`src/rtl/cvm_pkg.sv`:
```
// constants and register map for the converter map and fast detect
package cvm_pkg;
  localparam logic [11:0] addr_app_mode   = 12'h200;
  localparam logic [11:0] addr_dec_ratio  = 12'h201;
  localparam logic [11:0] addr_upper_lo   = 12'h247;
  localparam logic [11:0] addr_upper_hi   = 12'h248;
  localparam logic [11:0] addr_lower_lo   = 12'h249;
  localparam logic [11:0] addr_lower_hi   = 12'h24a;
  localparam logic [11:0] addr_dwell_lo   = 12'h24b;
  localparam logic [11:0] addr_dwell_hi   = 12'h24c;
  localparam logic [11:0] addr_fd_ctrl    = 12'h559;
  localparam logic [11:0] addr_ovr_clear  = 12'h562;
  localparam logic [11:0] addr_ovr_status = 12'h563;

  localparam int          mode_lsb        = 0;
  localparam int          mode_msb        = 3;
  localparam int          qign_bit        = 5;
  localparam int          ratio_msb       = 2;
  localparam int          fd_en_bit       = 0;

  localparam logic [3:0]  mode_one_ddc    = 4'h1;
  localparam logic [3:0]  mode_two_ddc    = 4'h2;
  localparam logic [3:0]  mode_four_ddc   = 4'h3;
  localparam logic [3:0]  mode_requant    = 4'h7;
  localparam logic [3:0]  mode_var_range  = 4'h8;

  localparam logic [7:0]  rst_app_mode    = 8'h01;
  localparam logic [7:0]  rst_dec_ratio   = 8'h00;
  localparam logic [12:0] rst_upper       = 13'h1fff;
  localparam logic [12:0] rst_lower       = 13'h0000;
  localparam logic [15:0] rst_dwell       = 16'h0001;
  localparam logic [7:0]  rst_fd_ctrl     = 8'h00;

  localparam int          mag_width       = 13;
  localparam int          smp_width       = 14;
  localparam int          num_slots       = 8;
  localparam int          clk_period_ns   = 4;
  localparam int          fd_latency_clk  = 28;
  // compare stage plus output flop; the rest is delay padding
  localparam int          fd_pad_stages   = fd_latency_clk - 2;
  localparam int          ovr_pad_stages  = 2;
endpackage

```
`src/rtl/cvm_fd_if.sv`:
```
// threshold settings shared by the per-channel fast detectors
`timescale 1ns/1ps
interface cvm_fd_if;
  logic        enable;
  logic [12:0] upper;
  logic [12:0] lower;
  logic [15:0] dwell;
  modport ctrl (output enable, output upper, output lower, output dwell);
  modport det  (input  enable, input  upper, input  lower, input  dwell);
endinterface

```
`src/rtl/cvm_fast_detect.sv`:
```
// one channel of fast threshold detection with dwell hysteresis
`timescale 1ns/1ps
module cvm_fast_detect (
  input  wire logic        clk,
  input  wire logic        rst_n,
  cvm_fd_if.det            cfg,
  input  wire logic [13:0] sample,
  output logic             flag
);
  logic [12:0] mag;
  logic        flag_q;
  logic        next_flag;
  logic [15:0] cnt;
  logic [15:0] next_cnt;
  logic [cvm_pkg::fd_pad_stages-1:0] pipe;

  // two's complement magnitude, saturated to 13 bits
  always_comb begin
    logic [13:0] a;
    a = 14'h0000;
    a = sample[13] ? (~sample + 14'h0001) : sample;
    mag = a[13] ? 13'h1fff : a[12:0]; // RL19
  end

  always_comb begin
    next_flag = flag_q;
    next_cnt  = cnt;
    if (!cfg.enable) begin // RL10
      next_flag = 1'b0;
      next_cnt  = 16'h0000;
    end else if (mag > cfg.upper) begin // RL11 RL13
      next_flag = 1'b1;
      next_cnt  = 16'h0000;
    end else if (flag_q && mag < cfg.lower) begin // RL15
      // clear only once the dwell has been exceeded
      if (cnt >= cfg.dwell) begin // RL12 RL17
        next_flag = 1'b0;
        next_cnt  = 16'h0000;
      end else begin
        next_cnt = cnt + 16'h0001;
      end
    end else begin
      next_cnt = 16'h0000;
    end
  end

  always_ff @(posedge clk or negedge rst_n) begin
    if (!rst_n) begin
      flag_q <= 1'b0;
      cnt    <= 16'h0000;
      pipe   <= '0;
      flag   <= 1'b0;
    end else begin
      flag_q <= next_flag;
      cnt    <= next_cnt;
      // pad so the pin lags the crossing by the fixed detect latency
      pipe   <= {pipe[cvm_pkg::fd_pad_stages-2:0], flag_q}; // RL14
      flag   <= pipe[cvm_pkg::fd_pad_stages-1];
    end
  end
endmodule

```
`src/rtl/cvm_top.sv`:
```
// virtual converter mapping, sticky overrange status and fast detect top
//
// Operation
// RL1: four-bit mode field picks 1, 2 or 4 DDC, requantizer or range mode.
// RL2: mode bit 5 set outputs only I streams; clear outputs I and Q.
// RL3: three-bit decimation ratio sets output rate as sample rate over ratio.
// RL4: each real, I or Q stream is its own virtual converter, eight max.
// RL5: complex modes put DDC n I in slot 2n, Q in 2n+1.
// RL6: real modes put DDC n I in slot n.
// RL7: overrange pins follow converter overrange, same latency as data.
// RL8: each of eight virtual converters has a sticky overrange bit.
// RL9: software sets then clears a clear bit; status clears on that toggle.
// RL10: fast detect runs only while its control enable bit is set.
// RL11: flag sets when sample magnitude exceeds the upper threshold.
// RL12: flag clears after magnitude stays below lower threshold beyond dwell.
// RL13: upper threshold is held across two byte registers.
// RL14: fast detect pin asserts 28 clocks after an upper threshold crossing.
// RL15: 13-bit lower threshold in two byte registers compared with magnitude.
// RL16: each channel has independent detect logic and its own pin.
// RL17: dwell time of 1 to 65535 sample clocks in two byte registers.
// RL18: requantizer and range modes put channel A in slot 0, B in 1.
// RL19: thresholds, magnitudes 13-bit unsigned; compare the absolute value.
`timescale 1ns/1ps
module cvm_top (
  input  wire logic         mclk,
  input  wire logic         nrst,
  input  wire logic         reg_wr,
  input  wire logic         reg_rd,
  input  wire logic [11:0]  reg_addr,
  input  wire logic [7:0]   reg_wdata,
  output logic [7:0]        reg_rdata,
  input  wire logic [13:0]  adc_a,
  input  wire logic [13:0]  adc_b,
  input  wire logic         adc_ovr_a,
  input  wire logic         adc_ovr_b,
  input  wire logic [111:0] ddc_data,
  input  wire logic [3:0]   ddc_ovr,
  output logic [111:0]      slot_data,
  output logic [7:0]        slot_valid,
  output logic              sample_strobe,
  output logic              overrange_pins,
  output logic              threshold_flag_pin_a,
  output logic              threshold_flag_pin_b
);
  // ---------------------------------------------------------------
  // reset release
  // ---------------------------------------------------------------
  logic [1:0] rst_sync;
  logic       rst_n;

  always_ff @(posedge mclk or negedge nrst) begin
    if (!nrst) begin
      rst_sync <= 2'b00;
    end else begin
      rst_sync <= {rst_sync[0], 1'b1};
    end
  end
  assign rst_n = rst_sync[1];

  // ---------------------------------------------------------------
  // registers
  // ---------------------------------------------------------------
  logic [7:0]  app_mode;
  logic [7:0]  dec_ratio;
  logic [12:0] upper;
  logic [12:0] lower;
  logic [15:0] dwell;
  logic [7:0]  fd_ctrl;
  logic [7:0]  ovr_clear;
  logic [7:0]  ovr_sticky;
  logic [7:0]  next_app_mode;
  logic [7:0]  next_dec_ratio;
  logic [12:0] next_upper;
  logic [12:0] next_lower;
  logic [15:0] next_dwell;
  logic [7:0]  next_fd_ctrl;
  logic [7:0]  next_ovr_clear;
  logic [7:0]  next_ovr_sticky;
  logic [7:0]  next_rdata;
  logic [7:0]  slot_ovr;

  always_comb begin
    next_app_mode  = app_mode;
    next_dec_ratio = dec_ratio;
    next_upper     = upper;
    next_lower     = lower;
    next_dwell     = dwell;
    next_fd_ctrl   = fd_ctrl;
    next_ovr_clear = ovr_clear;
    if (reg_wr) begin
      case (reg_addr)
        cvm_pkg::addr_app_mode:  next_app_mode  = reg_wdata;
        cvm_pkg::addr_dec_ratio: next_dec_ratio = reg_wdata;
        cvm_pkg::addr_upper_lo:  next_upper[7:0] = reg_wdata; // RL13
        cvm_pkg::addr_upper_hi:  next_upper[12:8] = reg_wdata[4:0];
        cvm_pkg::addr_lower_lo:  next_lower[7:0] = reg_wdata; // RL15
        cvm_pkg::addr_lower_hi:  next_lower[12:8] = reg_wdata[4:0];
        cvm_pkg::addr_dwell_lo:  next_dwell[7:0] = reg_wdata; // RL17
        cvm_pkg::addr_dwell_hi:  next_dwell[15:8] = reg_wdata;
        cvm_pkg::addr_fd_ctrl:   next_fd_ctrl   = reg_wdata;
        cvm_pkg::addr_ovr_clear: next_ovr_clear = reg_wdata;
        default: begin
        end
      endcase
    end
  end

  // a clear bit acts on its falling edge; new overrange wins over clear
  always_comb begin
    next_ovr_sticky = (ovr_sticky & ~(ovr_clear & ~next_ovr_clear))
                      | slot_ovr; // RL8 RL9
  end

  always_comb begin
    next_rdata = 8'h00;
    if (reg_rd) begin
      case (reg_addr)
        cvm_pkg::addr_app_mode:   next_rdata = app_mode;
        cvm_pkg::addr_dec_ratio:  next_rdata = dec_ratio;
        cvm_pkg::addr_upper_lo:   next_rdata = upper[7:0];
        cvm_pkg::addr_upper_hi:   next_rdata = {3'h0, upper[12:8]};
        cvm_pkg::addr_lower_lo:   next_rdata = lower[7:0];
        cvm_pkg::addr_lower_hi:   next_rdata = {3'h0, lower[12:8]};
        cvm_pkg::addr_dwell_lo:   next_rdata = dwell[7:0];
        cvm_pkg::addr_dwell_hi:   next_rdata = dwell[15:8];
        cvm_pkg::addr_fd_ctrl:    next_rdata = fd_ctrl;
        cvm_pkg::addr_ovr_clear:  next_rdata = ovr_clear;
        cvm_pkg::addr_ovr_status: next_rdata = ovr_sticky;
        default:                  next_rdata = 8'h00;
      endcase
    end
  end

  always_ff @(posedge mclk or negedge rst_n) begin
    if (!rst_n) begin
      app_mode   <= cvm_pkg::rst_app_mode;
      dec_ratio  <= cvm_pkg::rst_dec_ratio;
      upper      <= cvm_pkg::rst_upper;
      lower      <= cvm_pkg::rst_lower;
      dwell      <= cvm_pkg::rst_dwell;
      fd_ctrl    <= cvm_pkg::rst_fd_ctrl;
      ovr_clear  <= 8'h00;
      ovr_sticky <= 8'h00;
      reg_rdata  <= 8'h00;
    end else begin
      app_mode   <= next_app_mode;
      dec_ratio  <= next_dec_ratio;
      upper      <= next_upper;
      lower      <= next_lower;
      dwell      <= next_dwell;
      fd_ctrl    <= next_fd_ctrl;
      ovr_clear  <= next_ovr_clear;
      ovr_sticky <= next_ovr_sticky;
      reg_rdata  <= next_rdata;
    end
  end

  // ---------------------------------------------------------------
  // output rate divider
  // ---------------------------------------------------------------
  logic [2:0] rate_cnt;
  logic [2:0] next_rate_cnt;
  logic [2:0] ratio;
  logic       next_strobe;

  // zero is treated as one, there is no stopped output
  assign ratio = (dec_ratio[cvm_pkg::ratio_msb:0] == 3'h0)
                 ? 3'h1 : dec_ratio[cvm_pkg::ratio_msb:0];

  always_comb begin
    next_strobe   = 1'b0;
    next_rate_cnt = rate_cnt + 3'h1;
    if (rate_cnt >= ratio - 3'h1) begin // RL3
      next_rate_cnt = 3'h0;
      next_strobe   = 1'b1;
    end
  end

  always_ff @(posedge mclk or negedge rst_n) begin
    if (!rst_n) begin
      rate_cnt      <= 3'h0;
      sample_strobe <= 1'b0;
    end else begin
      rate_cnt      <= next_rate_cnt;
      sample_strobe <= next_strobe;
    end
  end

  // ---------------------------------------------------------------
  // virtual converter mapping
  // ---------------------------------------------------------------
  logic [3:0]   mode;
  logic         q_ignore;
  logic [111:0] next_slot_data;
  logic [7:0]   next_slot_valid;
  logic [3:0]   ndds;

  assign mode     = app_mode[cvm_pkg::mode_msb:cvm_pkg::mode_lsb]; // RL1
  assign q_ignore = app_mode[cvm_pkg::qign_bit]; // RL2

  // ddc_data: ddc n I at [28n+13:28n], Q at [28n+27:28n+14]
  always_comb begin
    next_slot_data  = '0;
    next_slot_valid = 8'h00;
    slot_ovr        = 8'h00;
    ndds            = 4'h0;
    case (mode)
      cvm_pkg::mode_one_ddc:  ndds = 4'h1;
      cvm_pkg::mode_two_ddc:  ndds = 4'h2;
      cvm_pkg::mode_four_ddc: ndds = 4'h4;
      default:                ndds = 4'h0;
    endcase
    if (mode == cvm_pkg::mode_requant ||
        mode == cvm_pkg::mode_var_range) begin
      next_slot_data[13:0]  = adc_a; // RL18
      next_slot_data[27:14] = adc_b;
      next_slot_valid       = 8'h03;
      slot_ovr              = {6'h00, adc_ovr_b, adc_ovr_a};
    end else begin
      for (int n = 0; n < 4; n++) begin
        if (4'(n) < ndds) begin // RL4
          if (q_ignore) begin
            next_slot_data[n*14 +: 14] = ddc_data[n*28 +: 14]; // RL6
            next_slot_valid[n] = 1'b1;
            slot_ovr[n]        = ddc_ovr[n];
          end else begin
            next_slot_data[n*28 +: 28] = ddc_data[n*28 +: 28]; // RL5
            next_slot_valid[2*n]   = 1'b1;
            next_slot_valid[2*n+1] = 1'b1;
            slot_ovr[2*n]          = ddc_ovr[n];
            slot_ovr[2*n+1]        = ddc_ovr[n];
          end
        end
      end
    end
  end

  always_ff @(posedge mclk or negedge rst_n) begin
    if (!rst_n) begin
      slot_data  <= '0;
      slot_valid <= 8'h00;
    end else begin
      slot_data  <= next_slot_data;
      slot_valid <= next_slot_valid;
    end
  end

  // ---------------------------------------------------------------
  // overrange pins
  // ---------------------------------------------------------------
  // slot data takes one flop; pins match it after the same delay
  logic next_ovr_pin;

  always_comb begin
    next_ovr_pin = |slot_ovr; // RL7
  end

  always_ff @(posedge mclk or negedge rst_n) begin
    if (!rst_n) begin
      overrange_pins <= 1'b0;
    end else begin
      overrange_pins <= next_ovr_pin;
    end
  end

  // ---------------------------------------------------------------
  // fast detect
  // ---------------------------------------------------------------
  cvm_fd_if fd_cfg ();

  assign fd_cfg.enable = fd_ctrl[cvm_pkg::fd_en_bit];
  assign fd_cfg.upper  = upper;
  assign fd_cfg.lower  = lower;
  assign fd_cfg.dwell  = dwell;

  // one detector per channel, sharing the threshold set
  cvm_fast_detect fd_a ( // RL16
    .clk    (mclk),
    .rst_n  (rst_n),
    .cfg    (fd_cfg),
    .sample (adc_a),
    .flag   (threshold_flag_pin_a)
  );

  cvm_fast_detect fd_b (
    .clk    (mclk),
    .rst_n  (rst_n),
    .cfg    (fd_cfg),
    .sample (adc_b),
    .flag   (threshold_flag_pin_b)
  );
endmodule

```
`config.mk`:
```
export PLATFORM = sky130hd
export DESIGN_NAME = cvm_top
export DESIGN_NICKNAME = d
export VERILOG_FILES = /design/src/rtl/cvm_pkg.sv /design/src/rtl/cvm_fd_if.sv /design/src/rtl/cvm_fast_detect.sv /design/src/rtl/cvm_top.sv
export SDC_FILE = /design/constraint.sdc
export NUM_CORES = 1
export LEC_CHECK = 0
export ABC_CLOCK_PERIOD_IN_PS = 12600
export BUFFER_PORTS_ARGS = -buffer_cell sky130_fd_sc_hd__buf_2
export CORE_AREA = 2 2 270 139
export DETAILED_ROUTE_END_ITERATION = 6
export DIE_AREA = 0 0 272 141
export GPL_TIMING_DRIVEN = 0
export SETUP_SLACK_MARGIN = 0.5
export SYNTH_ARGS = -nofsm -noshare
export SYNTH_HDL_FRONTEND = slang
export SYNTH_SLANG_ARGS = --single-unit
```
`constraint.sdc`:
```
create_clock -name mclk -period 12.6 [get_ports mclk]
set_clock_uncertainty 0.05 [all_clocks]
set_input_delay 2.52 -clock mclk [delete_from_list [all_inputs] [get_ports mclk]]
set_output_delay 2.52 -clock mclk [all_outputs]
set_load 0.005 [all_outputs]
```
==> results of run 1 <==
[power by group]
group,total [mW],internal (mW),switching (mW)
clock,0.881,0.488,0.393
sequential,0.982,0.977,0.00479
combinational,0.146,0.0554,0.0903
total,2.01,1.52,0.488
[logic make-up after synthesis]
logic type,count (synthesis),share of synthesized area
xor gates and xnor gates,44,0.0271
DFF,303,0.535
AOI/OAI and AO/OA,244,0.122
adders and majority gates,91,0.0801
buffers and inverters,110,0.0305
other,1,0.000264
and+or+nand+nor,396,0.147
muxes,74,0.0580
[path summary, 6_finish.rpt]
check                      slack, ns       startpoint             to
max in group asynchronous      10.71             nrst    rst_sync[1]
min reg2reg                     0.24      rst_sync[1]  fd_a.pipe[21]
max                             6.43         adc_b[3]   fd_b.cnt[12]
min in group mclk               0.29    fd_a.pipe[23]  fd_a.pipe[24]
min                             0.24      rst_sync[1]  fd_a.pipe[21]
max reg2reg                     9.45  fd_cfg.upper[5]    fd_a.cnt[5]
[layer usage]
metal  GRT usage  vias up  share of wire
met5           0        -              0
met1       0.390     5740           0.52
met4      0.0361        0          0.012
met2       0.310      438           0.38
met3      0.0629       40          0.085
li1            -     5221              -
[metrics by stage]
stage	power (mW)	util	hold slack, ns
floorplan	1.07	-	0.281
global placement	1.14	0.449	0.281
detailed placement	1.14	0.452	0.254
CTS	2.02	0.478	0.255
global route	2.09	0.478	0.278
finish	2.01	0.478	0.235
[state kept, by name, summed over array words and instances (netlist names), 3 cells and up]
register / flops
fd_b.cnt: 16
rate_cnt: 3
fd_cfg.upper: 13
fd_ctrl: 8
dec_ratio: 8
slot_valid: 6
ovr_clear: 8
fd_b.pipe: 26
fd_a.pipe: 26
reg_rdata: 8
ovr_sticky: 8
fd_a.cnt: 16
fd_cfg.lower: 13
app_mode: 8
dwell: 16
slot_data: 112
[synth_stat cells (all sizes together), types with 11 or more instances]
library cell	instances
dfrtp	288
nand2	110
ha	91
mux2	67
and2	62
inv	57
nor2	50
o21ai	49
clkbuf	46
a21oi	39
a22o	35
nor3	34
nand3	28
xor2	25
and3	24
nand4	24
xnor2	19
a32oi	18
dfstp	15
a32o	14
a31oi	13
nor2b	11
[area by class of cell]
type,count,area [µm²]
Multi-Input combinational cell,850,6180
Tap cell,494,618
Fill cell,3348,19000
Buffer,53,219
Antenna cell,1,2.50
Sequential cell,303,7600
Inverter,57,214
Timing Repair Buffer,302,1600
Clock inverter,14,138
Clock buffer,38,800
[cells in the final DEF, fill, tap and decap left out, types with 9 or more instances in the layout]
cell type,n
clkbuf_1,51
dfstp_2,15
and3_1,24
mux2_2,67
nor2b_1,11
a32oi_1,18
clkbuf_16,29
a21oi_1,39
a32o_1,14
a31oi_1,13
o21ai_0,49
xnor2_1,19
buf_2,299
and2_1,61
dfrtp_1,287
xor2_1,25
a21o_1,9
a211oi_1,10
a22oi_1,10
o211ai_1,9
a22o_1,35
nor2_1,50
nand3_1,28
nand2_1,110
nand4_1,24
ha_1,91
inv_1,57
nor3_1,31
nand2b_1,9
==> reports/metrics.cfg, run 1 <==
[detailed_routing]
drt-initial-drc-count=892
via_per_inst=5.42
drc=0
dr.pass1.iters=6
wl_per_cell_um=21.8
num_vias=11400
totalWireLength_mm=46.1
ant_nets=0

[synthesis]
synth_cells=1263
synth-edff-count=0
synth.ff_latch_count=303
yosys.area.top_type=dfrtp_1
seq_area_frac_synth=0.535
syn_area_um2=14200
synth_ff_type=dfrtp_1
netlist.area_leader.share=0.507
synthArstFlopShare=1.00
synth.net_count=1524
synth_area_leaders=dfrtp_1, ha_1, mux2_2, nand2_1, dfstp_2
avgSynthCellArea_um2=11.3
synth_cell_types=68
yosysWarnings=0

[pwr]
ir_worst_vdd_uv=106
p_leak_nw=8.66
p_per_area_nw_per_um2=116

[floorplan]
start_util=0.391
die_area_um2=38400
rows=50
chipWidth_um=272
io_pins=302
coreArea_um2=36300
die_h_um=141

[worst_setup_path]
rr_worst_depth=9
path_depth=14
critPathCaptureType=register
critPathMaxFanout=10
critPathKind=primary input to register
critPathTopFamily=simple AND/OR/NAND/NOR gates
cp_data_arrival_time_ns=6.60
critPathRequiredTime_ns=13.03
path_cells=buf_2, or3_1, nor4_1, nand4_1, clkbuf_1, o21ai_0, ha_1, o21a_1, a21oi_1, o311ai_1, a211oi_1, nand4_1, buf_2, nor3_1
crit_path_top_delay_cell=nor4_1
cpPeakStageDelay_ns=0.50
cp_num_buf_inv=3
startpoint_type=primary input

[global_routing]
grt_pass1_vias=10900
grt_pass1_wl_mm=68.8
grt_usage=0.238
grt.overflow.total=0
antenna_found_initial=2
grt_max_degree=74

[timing]
rsz0062_at_grt=no
slew_headroom=0.293
slew_viol_final=0
layout_setup_ws_ns=6.43
fmax_mhz=162
setup_viol=0
tightest_slew_ns=1.05
post-route-period-util=0.490
setup_tns_ns=0
min_period_ns=6.17
hold_viol_final=0

[job]
maxCapViolations=0

[finish]
nNetsFinal=1856
drive_above_1_share=0.276
stdcell_count=2112
areaGrowthSynthToFinish_pct=22.2
fin_area_um2=17400

[placement]
dpl.hpwl_mm=36.5
dpl_worst_slack_ns=5.94
place_congestion=1.01
dpl_cell_area_um2=16400
post-place-cells=2059
io_buffers=298

[clock_tree]
cts_setup_buffers=0
hold_buffers=0
cts_tree=built
ctsLongestPathBuffers=3
cts_buffers=28
h-tree-depth=1
cts_root_buffer=clkbuf_16
clk-insertion-delay-late_ns=0.57
clkSlewWorstSetupHoldPaths_ns=0.08
clock_sinks=303
post_cts_resized=0

[run_status]
status=finished clean

[worst_hold_path]
hold_path_class=register to async pin

No activity file was read; power rests on OpenSTA's default activity.
==> run 2: changes to the inputs <==
ABC_CLOCK_PERIOD_IN_PS = 6000   (was 12600)
clock period = 6 ns   (was 12.6 ns; I/O delays follow)
==> run 2 against run 1 <==
  * Clock power is 120% higher
  * First-iteration DRC count is 31% higher
  * Core utilization is 0.15 points higher
  * Critical endpoint is now fd_a.cnt[5]
  * Largest cell class unchanged
  * Highest routed layer unchanged
==> reports/metrics.cfg, run 2 (synthesis results as in run 1) <==
[timing]
hold_viol_final=0
setup_viol=0
min_period_ns=4.72
hold_ws_ns=0.272
tightest_slew_ns=1.25
slew_headroom=0.156
post-route-period-util=0.786
rsz0062_at_grt=no
fmax_mhz=212
slew_viol_final=0

[global_routing]
grt_usage=0.242
grt_max_degree=72
grt.overflow.total=0
antenna_found_initial=1
grt_pass1_vias=11000
grt_pass1_wl_mm=69.8

[finish]
top_register=slot_data
nFillCells=3341
multi_input_area_um2=6180
num_antenna_cells=0
stdcell_count=2112
final_common_cell=buf_2
areaGrowthSynthToFinish_pct=22.6
drive_above_1_share=0.279
largest_register_ffs=112
nNetsFinal=1857
top_regs=slot_data (112), fd_a.pipe (26), fd_b.pipe (26)
seq_area_um2=7600
final_cell_mix=buf_2, dfrtp_1, nand2_1, ha_1, mux2_2
fin_area_um2=17400

[detailed_routing]
via_per_inst=5.46
top_layer=met4
ant_nets=0
dr.pass1.iters=5
wl_met3_mm=3.91
wl_met2_mm=17.9
num_vias=11500
drc=0
wl_met1_mm=24.1
wl_per_cell_um=22.1
drt-initial-drc-count=1168
totalWireLength_mm=46.7

[placement]
io_buffers=298
post-place-cells=2059
dpl_cell_area_um2=16400
place_congestion=0.979
dpl.hpwl_mm=36.9

[clock_tree]
clock_sinks=303
cts_root_buffer=clkbuf_16
post_cts_resized=0
h-tree-depth=1
clk-insertion-delay-late_ns=0.56
clkSlewWorstSetupHoldPaths_ns=0.07
cts_tree=built
ctsLongestPathBuffers=3
cts_buffers=29
cts_setup_buffers=0
hold_buffers=0

[worst_setup_path]
critPathRequiredTime_ns=6.42
critPathMaxFanout=10
cp_data_arrival_time_ns=5.14
critPathKind=primary input to register
ff2ff_setup_slack_ns=2.91
startpoint_type=primary input
critPathCaptureType=register

[run_status]
status=finished clean

[floorplan]
die_area_um2=38400
rows=50
coreArea_um2=36300
die_h_um=141
start_util=0.391
chipWidth_um=272
io_pins=302

[pwr]
p_leak_nw=8.69
ir_worst_vdd_uv=229
power_mw=4.30
p_per_area_nw_per_um2=247

[job]
maxCapViolations=0

[worst_hold_path]
hold_path_class=register to async pin

[run 2: final timing paths]
path	start	endpoint	depth (start not counted)
max	adc_a[0]	fd_a.cnt[5]	17
min	rst_sync[1]	fd_a.flag	0
max reg2reg	fd_cfg.upper[7]	fd_a.cnt[5]	9
min reg2reg	rst_sync[1]	fd_a.flag	0
max in group asynchronous	rst_sync[1]	app_mode[0]	2
min in group mclk	fd_a.pipe[24]	fd_a.pipe[25]	0
[run 2: cell type report]
cell class | count | area share
clock buffers | 37 | 0.0468
clock inverters | 16 | 0.0103
flip-flops and latches | 303 | 0.436
repair buffers | 302 | 0.0918
well taps | 494 | 0.0354
multi-input cells | 850 | 0.355
plain buffers | 53 | 0.0126
inverters | 57 | 0.0123
[run 2: critical path, cell delays in order]
cell and delay, ns:
buf_2 0.13, inv_1 0.09, ha_1 0.18, nand2b_1 0.11, or4_1 0.43, or3_1 0.34, nand2_1 0.09, xor2_1 0.17
nand2_1 0.14, ha_1 0.32, nand4_1 0.11, or4_1 0.53, o211ai_1 0.10, a31oi_1 0.11, nor4_2 0.49, clkbuf_1 0.35
nor3b_1 0.25
[run 2: power by group]
part	internal (mW)	leakage (nW)	switching (mW)	total (mW)
Clock	1.09	0.482	0.836	1.93
Combinational	0.117	4.05	0.192	0.309
Sequential	2.05	4.16	0.0107	2.06
[run 2: through the flow]
| step | setup slack (ns) | setup TNS, ns | util |
|---|---|---|---|
| detailed placement | 0.698 | 0 | 0.452 |
| CTS | 1.29 | 0 | 0.480 |
| floorplan | 1.00 | 0 | - |
| global route | 0.846 | 0 | 0.480 |
| finish | 1.28 | 0 | 0.480 |
| global placement | -0.931 | -251.15 | 0.449 |
[run 2: layer usage]
layer,track usage,up-vias
met5,0,-
met3,0.0477,49
met1,0.404,5790
met2,0.315,468
met4,0.0408,0
li1,-,5228
